## config.mk

```make
export PLATFORM = sky130hd
export DESIGN_NAME = plc_link_ctrl_regs
export DESIGN_NICKNAME = d
export VERILOG_FILES = /design/src/core/plc_event_latch.v /design/src/core/plc_link_ctrl_regs.v
export VERILOG_INCLUDE_DIRS = /design/src /design/src/core
export SDC_FILE = /design/constraint.sdc
export NUM_CORES = 1
export LEC_CHECK = 0
export BUFFER_PORTS_ARGS = -buffer_cell sky130_fd_sc_hd__buf_2
export CORE_MARGIN = 8
export CORE_UTILIZATION = 38
export CTS_CLUSTER_DIAMETER = 30
export CTS_CLUSTER_SIZE = 30
export DETAILED_ROUTE_END_ITERATION = 6
export PLACE_DENSITY = 0.65
export SLEW_MARGIN = 20
export SYNTH_ARGS = -nofsm -noshare
export SYNTH_HDL_FRONTEND = slang
export SYNTH_HIERARCHICAL = 1
export SYNTH_SLANG_ARGS = --single-unit
```

## constraint.sdc

```tcl
create_clock -name clk_sys -period 2.95 [get_ports clk_sys]
set_clock_uncertainty 0.05 [all_clocks]
set_input_delay 0.59 -clock clk_sys [delete_from_list [all_inputs] [get_ports clk_sys]]
set_output_delay 0.59 -clock clk_sys [all_outputs]
set_load 0.01 [all_outputs]
```

## src/core/plc_consts.vh

```
// constants of the link control register bank and its serial frame engine
`ifndef PLC_CONSTS_VH
`define PLC_CONSTS_VH

// register addresses on the management serial interface
`define PLC_REG_CTRL 5'h17
`define PLC_REG_MASK 5'h18
`define PLC_REG_STAT 5'h19

// link and line control fields
`define PLC_CTRL_LINK_BIT 13
`define PLC_CTRL_DS_HI 12
`define PLC_CTRL_DS_LO 10
`define PLC_CTRL_PARTNER_BIT 7
`define PLC_CTRL_JABBER_BIT 6
`define PLC_CTRL_HEART_BIT 5
`define PLC_CTRL_ECHO_BIT 4
`define PLC_CTRL_PRE_HI 3
`define PLC_CTRL_PRE_LO 2
`define PLC_CTRL_FORCE_BIT 0

// interrupt enable mask and event status fields
`define PLC_MASK_TDR_BIT 10
`define PLC_MASK_SYNC_BIT 9
`define PLC_MASK_PIN_BIT 0

// reset values
`define PLC_RST_LINK 1'b1
`define PLC_RST_DS 3'h4
`define PLC_RST_JABBER 1'b1
`define PLC_RST_HEART 1'b0
`define PLC_RST_ECHO 1'b0
`define PLC_RST_PRE 2'h2
`define PLC_RST_FORCE 1'b0
`define PLC_RST_MASK 1'b0

// serial frame fields
`define PLC_OP_WRITE 2'h1
`define PLC_OP_READ 2'h2
`define PLC_HDR_BITS 4'hc
`define PLC_DATA_BITS 4'hf
`define PLC_FULL_PREAMBLE 5'h1f

`endif

```

## src/core/plc_event_latch.v

```verilog
// latching read-only flag: set wins over a read clear
module plc_event_latch (
    input wire clk_sys, // system clock
    input wire rst, // synchronous reset, active high
    input wire setEvt, // event seen this cycle
    input wire holdCond, // condition still present
    input wire clrRead, // flag was returned by a read
    output reg flag_q // latched flag
);

    wire flag_d;

    // a read clears the flag only once the condition has gone
    assign flag_d = setEvt | (flag_q & (~clrRead | holdCond));

    always @(posedge clk_sys) begin
        if (rst) begin
            flag_q <= 1'b0;
        end else begin
            flag_q <= flag_d;
        end
    end

endmodule // plc_event_latch

```

## src/core/plc_link_ctrl_regs.v

```verilog
// link and line control registers behind the management serial interface
//
// Overview of operation
// - While link allow is set the transceiver tries to bring a link up and watches the line for link pulses.
// - With link allow clear the transceiver drops any link, goes to standby and ignores partner link pulses.
// - In standby the cable reflection test and the powered-phone detect stay usable.
// - Link allow resets to one, a written zero disables linking and a written one enables it.
// - Bits 12:10 give the failed attempts before a speed downshift as value plus one, resetting to five.
// - While linking is disabled a partner appearing sets and holds the read-only flag at bit 7.
// - Bit 6 at one turns off jabber protection, at zero keeps it, and resets to one.
// - Bit 5 at one enables the heartbeat, at zero suppresses it, and resets to zero.
// - Bit 4 at one suppresses twisted-pair echo in half duplex and resets to zero.
// - Bits 3:2 pick a preamble of zero, one, two or seven bytes and reset to two bytes.
// - Bit 0 of the control register at one asserts the interrupt pin, at zero leaves it to the enabled pending events, reset zero.
// - Mask bits 10 and 9 let the test-complete and sync-lost events raise an interrupt, both reset zero.
// - The interrupt pin is active low and is pulled low on an enabled pending event when pin enable is one.
// - A lost frame synchronisation is flagged and is recovered by one frame with a full preamble.
`include "plc_consts.vh"

module plc_link_ctrl_regs #(
    parameter [4:0] PHY_ADDR = 5'h01 // station address on the serial bus
) (
    input wire clk_sys, // system clock
    input wire rst, // synchronous reset, active high
    input wire mdc, // management clock, sampled
    input wire mdioIn, // management data from the pin
    output reg mdioOut, // management data to the pin
    output reg mdioOeN, // low while this end drives the data pin
    output reg mgmtIrqPinOut, // interrupt pin level when driven
    output reg mgmtIrqPinOeN, // low while the interrupt pin is pulled
    input wire partnerSeen, // line sees a partner
    input wire cableTestReq, // request a cable reflection test
    input wire phoneDetReq, // request a powered-phone detect
    input wire testDone, // pulse: test or phone detect complete
    output wire linkAttempt, // try to bring a link up
    output wire linkPulseAccept, // link pulses are acted on
    output wire standby, // link dropped, standby
    output reg cableTestGo, // cable reflection test started
    output reg phoneDetGo, // phone detect started
    output wire [3:0] downshiftTries, // attempts before downshift
    output wire jabberOff, // jabber protection disabled
    output wire heartbeatEnable, // heartbeat enabled
    output wire pairEchoSuppress, // twisted-pair echo suppressed
    output reg [2:0] preambleBytes, // preamble bytes sent
    output wire syncLost // pulse: frame synchronisation lost
);

    ////////////////////////////////////////////////////////////////////////
    // frame engine states, one-hot

    localparam [4:0] S_HUNT = 5'h01;
    localparam [4:0] S_IDLE = 5'h02;
    localparam [4:0] S_HDR = 5'h04;
    localparam [4:0] S_TA = 5'h08;
    localparam [4:0] S_DATA = 5'h10;

    reg [4:0] state_q;
    reg [4:0] state_d;
    reg [4:0] cnt_q;
    reg [4:0] cnt_d;
    reg [12:0] hdr_q;
    reg [12:0] hdr_d;
    reg [15:0] shift_q;
    reg [15:0] shift_d;
    reg isRead_q;
    reg isRead_d;
    reg hit_q;
    reg hit_d;
    reg [4:0] regAddr_q;
    reg [4:0] regAddr_d;
    reg mdcPrev_q;
    reg syncBad;
    reg readNow;
    reg writeNow;
    reg [15:0] writeWord;

    wire mdcRise;
    wire mdcFall;
    wire [12:0] hdrFull;
    wire [1:0] hdrOp;

    ////////////////////////////////////////////////////////////////////////
    // register storage

    reg linkAllow_q;
    reg [2:0] dsAttempts_q;
    reg jabberOff_q;
    reg heartbeat_q;
    reg pairEcho_q;
    reg [1:0] preamble_q;
    reg forceIrq_q;
    reg maskTdr_q;
    reg maskSync_q;
    reg pinEnable_q;
    reg [15:0] readWord;

    wire partnerFlag;
    wire tdrFlag;
    wire syncFlag;
    wire readCtrl;
    wire readStat;
    wire irqPending;

    assign mdcRise = mdc & ~mdcPrev_q;
    assign mdcFall = ~mdc & mdcPrev_q;
    assign hdrFull = {hdr_q[11:0], mdioIn};
    assign hdrOp = hdrFull[11:10];

    ////////////////////////////////////////////////////////////////////////
    // serial frame engine: sampled on the rising management clock

    always @* begin
        state_d = state_q;
        cnt_d = cnt_q;
        hdr_d = hdr_q;
        shift_d = shift_q;
        isRead_d = isRead_q;
        hit_d = hit_q;
        regAddr_d = regAddr_q;
        syncBad = 1'b0;
        readNow = 1'b0;
        writeNow = 1'b0;
        writeWord = {shift_q[14:0], mdioIn};
        if (mdcRise) begin
            case (state_q)
                S_HUNT: begin
                    // only a full run of ones re-arms the engine
                    if (!mdioIn) begin
                        cnt_d = 5'h00;
                    end else if (cnt_q == `PLC_FULL_PREAMBLE) begin
                        state_d = S_IDLE;
                        cnt_d = 5'h00;
                    end else begin
                        cnt_d = cnt_q + 5'h01;
                    end
                end
                S_IDLE: begin
                    // the first zero is the start pattern, with or
                    // without a preamble ahead of it
                    if (!mdioIn) begin
                        state_d = S_HDR;
                        cnt_d = 5'h00;
                    end
                end
                S_HDR: begin
                    hdr_d = hdrFull;
                    cnt_d = cnt_q + 5'h01;
                    if (cnt_q[3:0] == `PLC_HDR_BITS) begin
                        cnt_d = 5'h00;
                        if (!hdrFull[12] || (hdrOp != `PLC_OP_READ &&
                                hdrOp != `PLC_OP_WRITE)) begin
                            syncBad = 1'b1;
                            state_d = S_HUNT;
                        end else begin
                            state_d = S_TA;
                            isRead_d = (hdrOp == `PLC_OP_READ);
                            hit_d = (hdrFull[9:5] == PHY_ADDR);
                            regAddr_d = hdrFull[4:0];
                            if (hdrOp == `PLC_OP_READ) begin
                                shift_d = readWord;
                                readNow = (hdrFull[9:5] == PHY_ADDR);
                            end
                        end
                    end
                end
                S_TA: begin
                    cnt_d = cnt_q + 5'h01;
                    if (cnt_q != 5'h00) begin
                        state_d = S_DATA;
                        cnt_d = 5'h00;
                    end
                end
                S_DATA: begin
                    cnt_d = cnt_q + 5'h01;
                    if (!isRead_q) begin
                        shift_d = writeWord;
                    end
                    if (cnt_q[3:0] == `PLC_DATA_BITS) begin
                        state_d = S_IDLE;
                        cnt_d = 5'h00;
                        writeNow = hit_q & ~isRead_q;
                    end
                end
                default: begin
                    state_d = S_HUNT;
                    cnt_d = 5'h00;
                end
            endcase
        end else if (mdcFall && state_q == S_DATA && isRead_q) begin
            shift_d = {shift_q[14:0], 1'b0};
        end
    end

    always @(posedge clk_sys) begin
        if (rst) begin
            state_q <= S_HUNT;
            cnt_q <= 5'h00;
            hdr_q <= 13'h0000;
            shift_q <= 16'h0000;
            isRead_q <= 1'b0;
            hit_q <= 1'b0;
            regAddr_q <= 5'h00;
            mdcPrev_q <= 1'b0;
        end else begin
            state_q <= state_d;
            cnt_q <= cnt_d;
            hdr_q <= hdr_d;
            shift_q <= shift_d;
            isRead_q <= isRead_d;
            hit_q <= hit_d;
            regAddr_q <= regAddr_d;
            mdcPrev_q <= mdc;
        end
    end

    // read data changes on the falling clock so it is stable at the rise
    always @(posedge clk_sys) begin
        if (rst) begin
            mdioOut <= 1'b1;
            mdioOeN <= 1'b1;
        end else if (mdcFall) begin
            if (state_q == S_TA && cnt_q != 5'h00 && isRead_q && hit_q) begin
                mdioOut <= 1'b0;
                mdioOeN <= 1'b0;
            end else if (state_q == S_DATA && isRead_q && hit_q) begin
                mdioOut <= shift_q[15];
                mdioOeN <= 1'b0;
            end else begin
                mdioOut <= 1'b1;
                mdioOeN <= 1'b1;
            end
        end
    end

    assign syncLost = syncBad;

    ////////////////////////////////////////////////////////////////////////
    // register file

    always @* begin
        readWord = 16'h0000;
        case (hdrFull[4:0])
            `PLC_REG_CTRL: begin
                readWord[`PLC_CTRL_LINK_BIT] = linkAllow_q;
                readWord[`PLC_CTRL_DS_HI:`PLC_CTRL_DS_LO] = dsAttempts_q;
                readWord[`PLC_CTRL_PARTNER_BIT] = partnerFlag;
                readWord[`PLC_CTRL_JABBER_BIT] = jabberOff_q;
                readWord[`PLC_CTRL_HEART_BIT] = heartbeat_q;
                readWord[`PLC_CTRL_ECHO_BIT] = pairEcho_q;
                readWord[`PLC_CTRL_PRE_HI:`PLC_CTRL_PRE_LO] = preamble_q;
                readWord[`PLC_CTRL_FORCE_BIT] = forceIrq_q;
            end
            `PLC_REG_MASK: begin
                readWord[`PLC_MASK_TDR_BIT] = maskTdr_q;
                readWord[`PLC_MASK_SYNC_BIT] = maskSync_q;
                readWord[`PLC_MASK_PIN_BIT] = pinEnable_q;
            end
            `PLC_REG_STAT: begin
                readWord[`PLC_MASK_TDR_BIT] = tdrFlag;
                readWord[`PLC_MASK_SYNC_BIT] = syncFlag;
            end
            default: begin
                readWord = 16'h0000;
            end
        endcase
    end

    always @(posedge clk_sys) begin
        if (rst) begin
            linkAllow_q <= `PLC_RST_LINK;
            dsAttempts_q <= `PLC_RST_DS;
            jabberOff_q <= `PLC_RST_JABBER;
            heartbeat_q <= `PLC_RST_HEART;
            pairEcho_q <= `PLC_RST_ECHO;
            preamble_q <= `PLC_RST_PRE;
            forceIrq_q <= `PLC_RST_FORCE;
            maskTdr_q <= `PLC_RST_MASK;
            maskSync_q <= `PLC_RST_MASK;
            pinEnable_q <= `PLC_RST_MASK;
        end else if (writeNow) begin
            // the partner flag and reserved bits take no write
            if (regAddr_q == `PLC_REG_CTRL) begin
                linkAllow_q <= writeWord[`PLC_CTRL_LINK_BIT];
                dsAttempts_q <=
                    writeWord[`PLC_CTRL_DS_HI:`PLC_CTRL_DS_LO];
                jabberOff_q <= writeWord[`PLC_CTRL_JABBER_BIT];
                heartbeat_q <= writeWord[`PLC_CTRL_HEART_BIT];
                pairEcho_q <= writeWord[`PLC_CTRL_ECHO_BIT];
                preamble_q <=
                    writeWord[`PLC_CTRL_PRE_HI:`PLC_CTRL_PRE_LO];
                forceIrq_q <= writeWord[`PLC_CTRL_FORCE_BIT];
            end else if (regAddr_q == `PLC_REG_MASK) begin
                maskTdr_q <= writeWord[`PLC_MASK_TDR_BIT];
                maskSync_q <= writeWord[`PLC_MASK_SYNC_BIT];
                pinEnable_q <= writeWord[`PLC_MASK_PIN_BIT];
            end
        end
    end

    ////////////////////////////////////////////////////////////////////////
    // latched flags

    assign readCtrl = readNow & (hdrFull[4:0] == `PLC_REG_CTRL);
    assign readStat = readNow & (hdrFull[4:0] == `PLC_REG_STAT);

    plc_event_latch partnerLatch (
        .clk_sys(clk_sys),
        .rst(rst),
        .setEvt(partnerSeen & ~linkAllow_q),
        .holdCond(partnerSeen & ~linkAllow_q),
        .clrRead(readCtrl),
        .flag_q(partnerFlag)
    );

    plc_event_latch tdrLatch (
        .clk_sys(clk_sys),
        .rst(rst),
        .setEvt(testDone),
        .holdCond(1'b0),
        .clrRead(readStat),
        .flag_q(tdrFlag)
    );

    plc_event_latch syncLatch (
        .clk_sys(clk_sys),
        .rst(rst),
        .setEvt(syncBad),
        .holdCond(1'b0),
        .clrRead(readStat),
        .flag_q(syncFlag)
    );

    ////////////////////////////////////////////////////////////////////////
    // interrupt pin: open drain, pulled low when asserted

    assign irqPending = (tdrFlag & maskTdr_q) | (syncFlag & maskSync_q);

    always @(posedge clk_sys) begin
        if (rst) begin
            mgmtIrqPinOut <= 1'b0;
            mgmtIrqPinOeN <= 1'b1;
        end else begin
            mgmtIrqPinOut <= 1'b0;
            // forcing overrides the pin enable
            mgmtIrqPinOeN <= ~(forceIrq_q |
                (pinEnable_q & irqPending));
        end
    end

    ////////////////////////////////////////////////////////////////////////
    // line control outputs

    assign linkAttempt = linkAllow_q;
    assign linkPulseAccept = linkAllow_q;
    assign standby = ~linkAllow_q;
    assign downshiftTries = {1'b0, dsAttempts_q} + 4'h1;
    assign jabberOff = jabberOff_q;
    assign heartbeatEnable = heartbeat_q;
    assign pairEchoSuppress = pairEcho_q;

    // tests run whatever the link allow state, standby included
    always @(posedge clk_sys) begin
        if (rst) begin
            cableTestGo <= 1'b0;
            phoneDetGo <= 1'b0;
            preambleBytes <= 3'h2;
        end else begin
            cableTestGo <= cableTestReq;
            phoneDetGo <= phoneDetReq;
            case (preamble_q)
                2'h0: preambleBytes <= 3'h0;
                2'h1: preambleBytes <= 3'h1;
                2'h2: preambleBytes <= 3'h2;
                default: preambleBytes <= 3'h7;
            endcase
        end
    end

endmodule // plc_link_ctrl_regs

```

==> results.cfg <==
[worst_setup_path]
r2r-start = state_q[0]
arrival_ps = 2150
critPathKind = flip-flop to output pin
path_depth = 5
reg2reg_slack_ps = 440
path_cells = or4b_1 > or2_4 > nor4b_4 > buf_4 > buf_2
cp_max_fo = 10
r2r-end = preamble_q[1]
cp_data_required_time_ps = 2310
crit_end = syncLost
cp_num_buf_inv = 2
crit_slowest_cell = or4b_1
reg2reg_depth = 5
cp-start-kind = flip-flop
cp_top_family = simple AND/OR/NAND/NOR gates
crit_start = state_q[4]
critPathMaxStageDelay_ps = 590
end_kind = output pin

[clock_tree]
cts.repair.resized = 2
clkLatencyLatePin_ps = 340
cts_tree = built
cts-root-buf = clkbuf_8
postCtsSetupBuffers = 0
cts_htree_levels = 3
clk_pin_slew_ps = 80
ctsHoldBuffers = 0
cts_buffers = 9
clockBufferDepth = 2
clock_sinks = 70

[sta]
post-route-period-util = 0.946
max_slew_margin = 0.478
setup_violations = 0
rsz0062_at_grt = false
tns_ps = 0
worst_slew_pin_slew_ps = 783
final_hold_viol_count = 0
fmax_mhz = 358
min_period_ps = 2790
fin_ws_ps = 159
slew_violations = 0

[drt]
wl_met2_um = 3650
ant_nets = 0
met3_wirelength_um = 422
viasPerCell = 5.49
wl_met1_um = 3840
dr.pass1.iters = 5
drc = 0
wl_um = 7970
post_drt_wl_per_cell_um = 15.3
top_layer = met4
vias = 2857
drt_iter0_markers = 229

[synthesis]
seq_area_frac_synth = 0.417
synth-seq-cells = 70
async_flop_share = 0
synth_edf_count = 0
synth_cells = 385
syn_avg_cell_area_sq_um = 8.73
syn_area_sq_um = 3360
synth_flop_cell = dfxtp_1
yosys_warnings = 6
yosysUniqueCellTypes = 58

[floorplanning]
core_sq_um = 8640
start_util = 0.389
num_io_pins = 28
die_h_um = 110
chipWidth_um = 110
row_count = 34
dieArea_sq_um = 12100

[finish]
drive_gt1_frac = 0.180
area_delta_synth_final_pct = 13.7
layout.nets = 420
n_antenna_cell = 0
fillerInstances = 859

[power]
p_per_area_nw_per_um2 = 492
p_leak_nw = 1.43
peakVddDrop_v = 0.000312

[placed_design]
gp_congestion = 0.844
post-place-ws_ps = 274
numPortBuffers = 26
dp_hpwl_um = 5540

[global_routing]
antenna_found_initial = 0
grt_overflow_total = 0
grt_pass1_wl_um = 13400
gr-usage-all-layers = 0.139
grt_pass1_vias = 2783
grt_max_degree = 25

[hold_path]
whs_path_depth = 2
min_path_type = input pin to flip-flop

[run_status]
status = finished clean

[job]
cap_violations = 0
[metal layers]
metal	global-route usage	up-vias
met3	0.0407	4
li1	-	1438
met5	0	-
met1	0.183	1349
met2	0.212	66
met4	0.0453	0
[worst min-delay path by stage]
stage / from / endpoint / slack, ps
2_1_floorplan: regAddr_q[4] / regAddr_q[4] / 390
3_3_place_gp: regAddr_q[0] / regAddr_q[0] / 400
5_1_grt: cableTestReq / cableTestGo / 390
4_1_cts: cableTestReq / cableTestGo / 380
3_5_place_dp: mdioOut / mdioOut / 410
6_report: cableTestReq / cableTestGo / 400
[sequential cells by signal, summed over array words and instances, names as in the netlist, 2 cells and up]
signal	cells
shift_q	16
hdr_q	12
cnt_q	5
regAddr_q	5
state_q	5
dsAttempts_q	3
preambleBytes	3
preamble_q	2
[placed cells by master, fill, tap and decap left out, types with 3 or more instances in the layout]
master,n
and3_1,5
nor3b_2,3
buf_4,9
nand2b_1,5
nand2_1,40
nor3_1,15
a311oi_1,10
nor3_2,4
nor4_1,3
nor2_1,37
nand4_1,6
dfxtp_1,67
buf_2,26
nand3_1,24
nor4bb_1,3
inv_1,9
dfxtp_2,3
mux2i_1,25
and2_1,3
or2_2,3
clkbuf_8,9
o211ai_1,5
conb_1,3
ha_1,5
a21oi_1,17
a32o_1,3
nor2b_1,10
o21ai_0,12
[synth_stat cells, types with 4 or more instances]
cell type	count	area, sq um
nand4_1	6	37.5
dfxtp_1	70	1400
nand2_1	40	150
nand2b_1	5	31.3
o21ai_0	12	60.1
ha_1	5	62.6
nor2_1	37	139
a311oi_1	10	87.6
and3_1	5	31.3
nor3_1	16	80.1
inv_1	9	33.8
nor2b_1	10	62.6
a21oi_1	17	85.1
or2_2	4	25.0
nand3_1	24	120
clkbuf_1	15	56.3
o211ai_1	5	37.5
mux2i_1	25	250
[stage by stage]
step	util	hold WS [ps]	total power, mW	instance area [sq um]	cells
6_report	0.442	405	1.88	3820	520
5_1_grt	0.442	391	1.96	3820	520
4_1_cts	0.441	383	1.91	3810	520
3_5_place_dp	0.415	412	1.04	3580	504
3_3_place_gp	0.415	404	1.04	3580	504
2_1_floorplan	-	387	1.02	3370	387
[worst register-to-register path: stages, from the launching register on]
cell	delay (ps)
dfxtp_1	450
or4b_4	610
or2_1	340
or4_4	680
mux2i_1	200
nand2_1	60
[power breakdown]
part	total, mW	switching [mW]	internal, mW
clock network	0.858	0.380	0.479
registers	0.953	0.00339	0.950
logic	0.0694	0.0483	0.0211
total	1.88	0.431	1.45
[final cells by class]
class | instances | area (sq um) | share of cell area
timing repair buffer | 35 | 198 | 0.0517
tap | 108 | 135 | 0.0354
clock buffer | 9 | 124 | 0.0324
inverter | 9 | 33.8 | 0.00884
multi-input combinational | 282 | 1830 | 0.479
sequential | 70 | 1410 | 0.368
clock inverter | 7 | 96.3 | 0.0252
[logic make-up after synthesis]
family          Yosys count  share of synthesized area
mux                      27                     0.0811
xor+xnor                  2                    0.00521
buf+inv                  35                     0.0480
flops                    70                      0.417
fa+ha+maj                 5                     0.0186
compound gates           67                      0.143
other cells               1                    0.00112
simple gates            178                      0.286
Power figures use the tool's default switching activity.
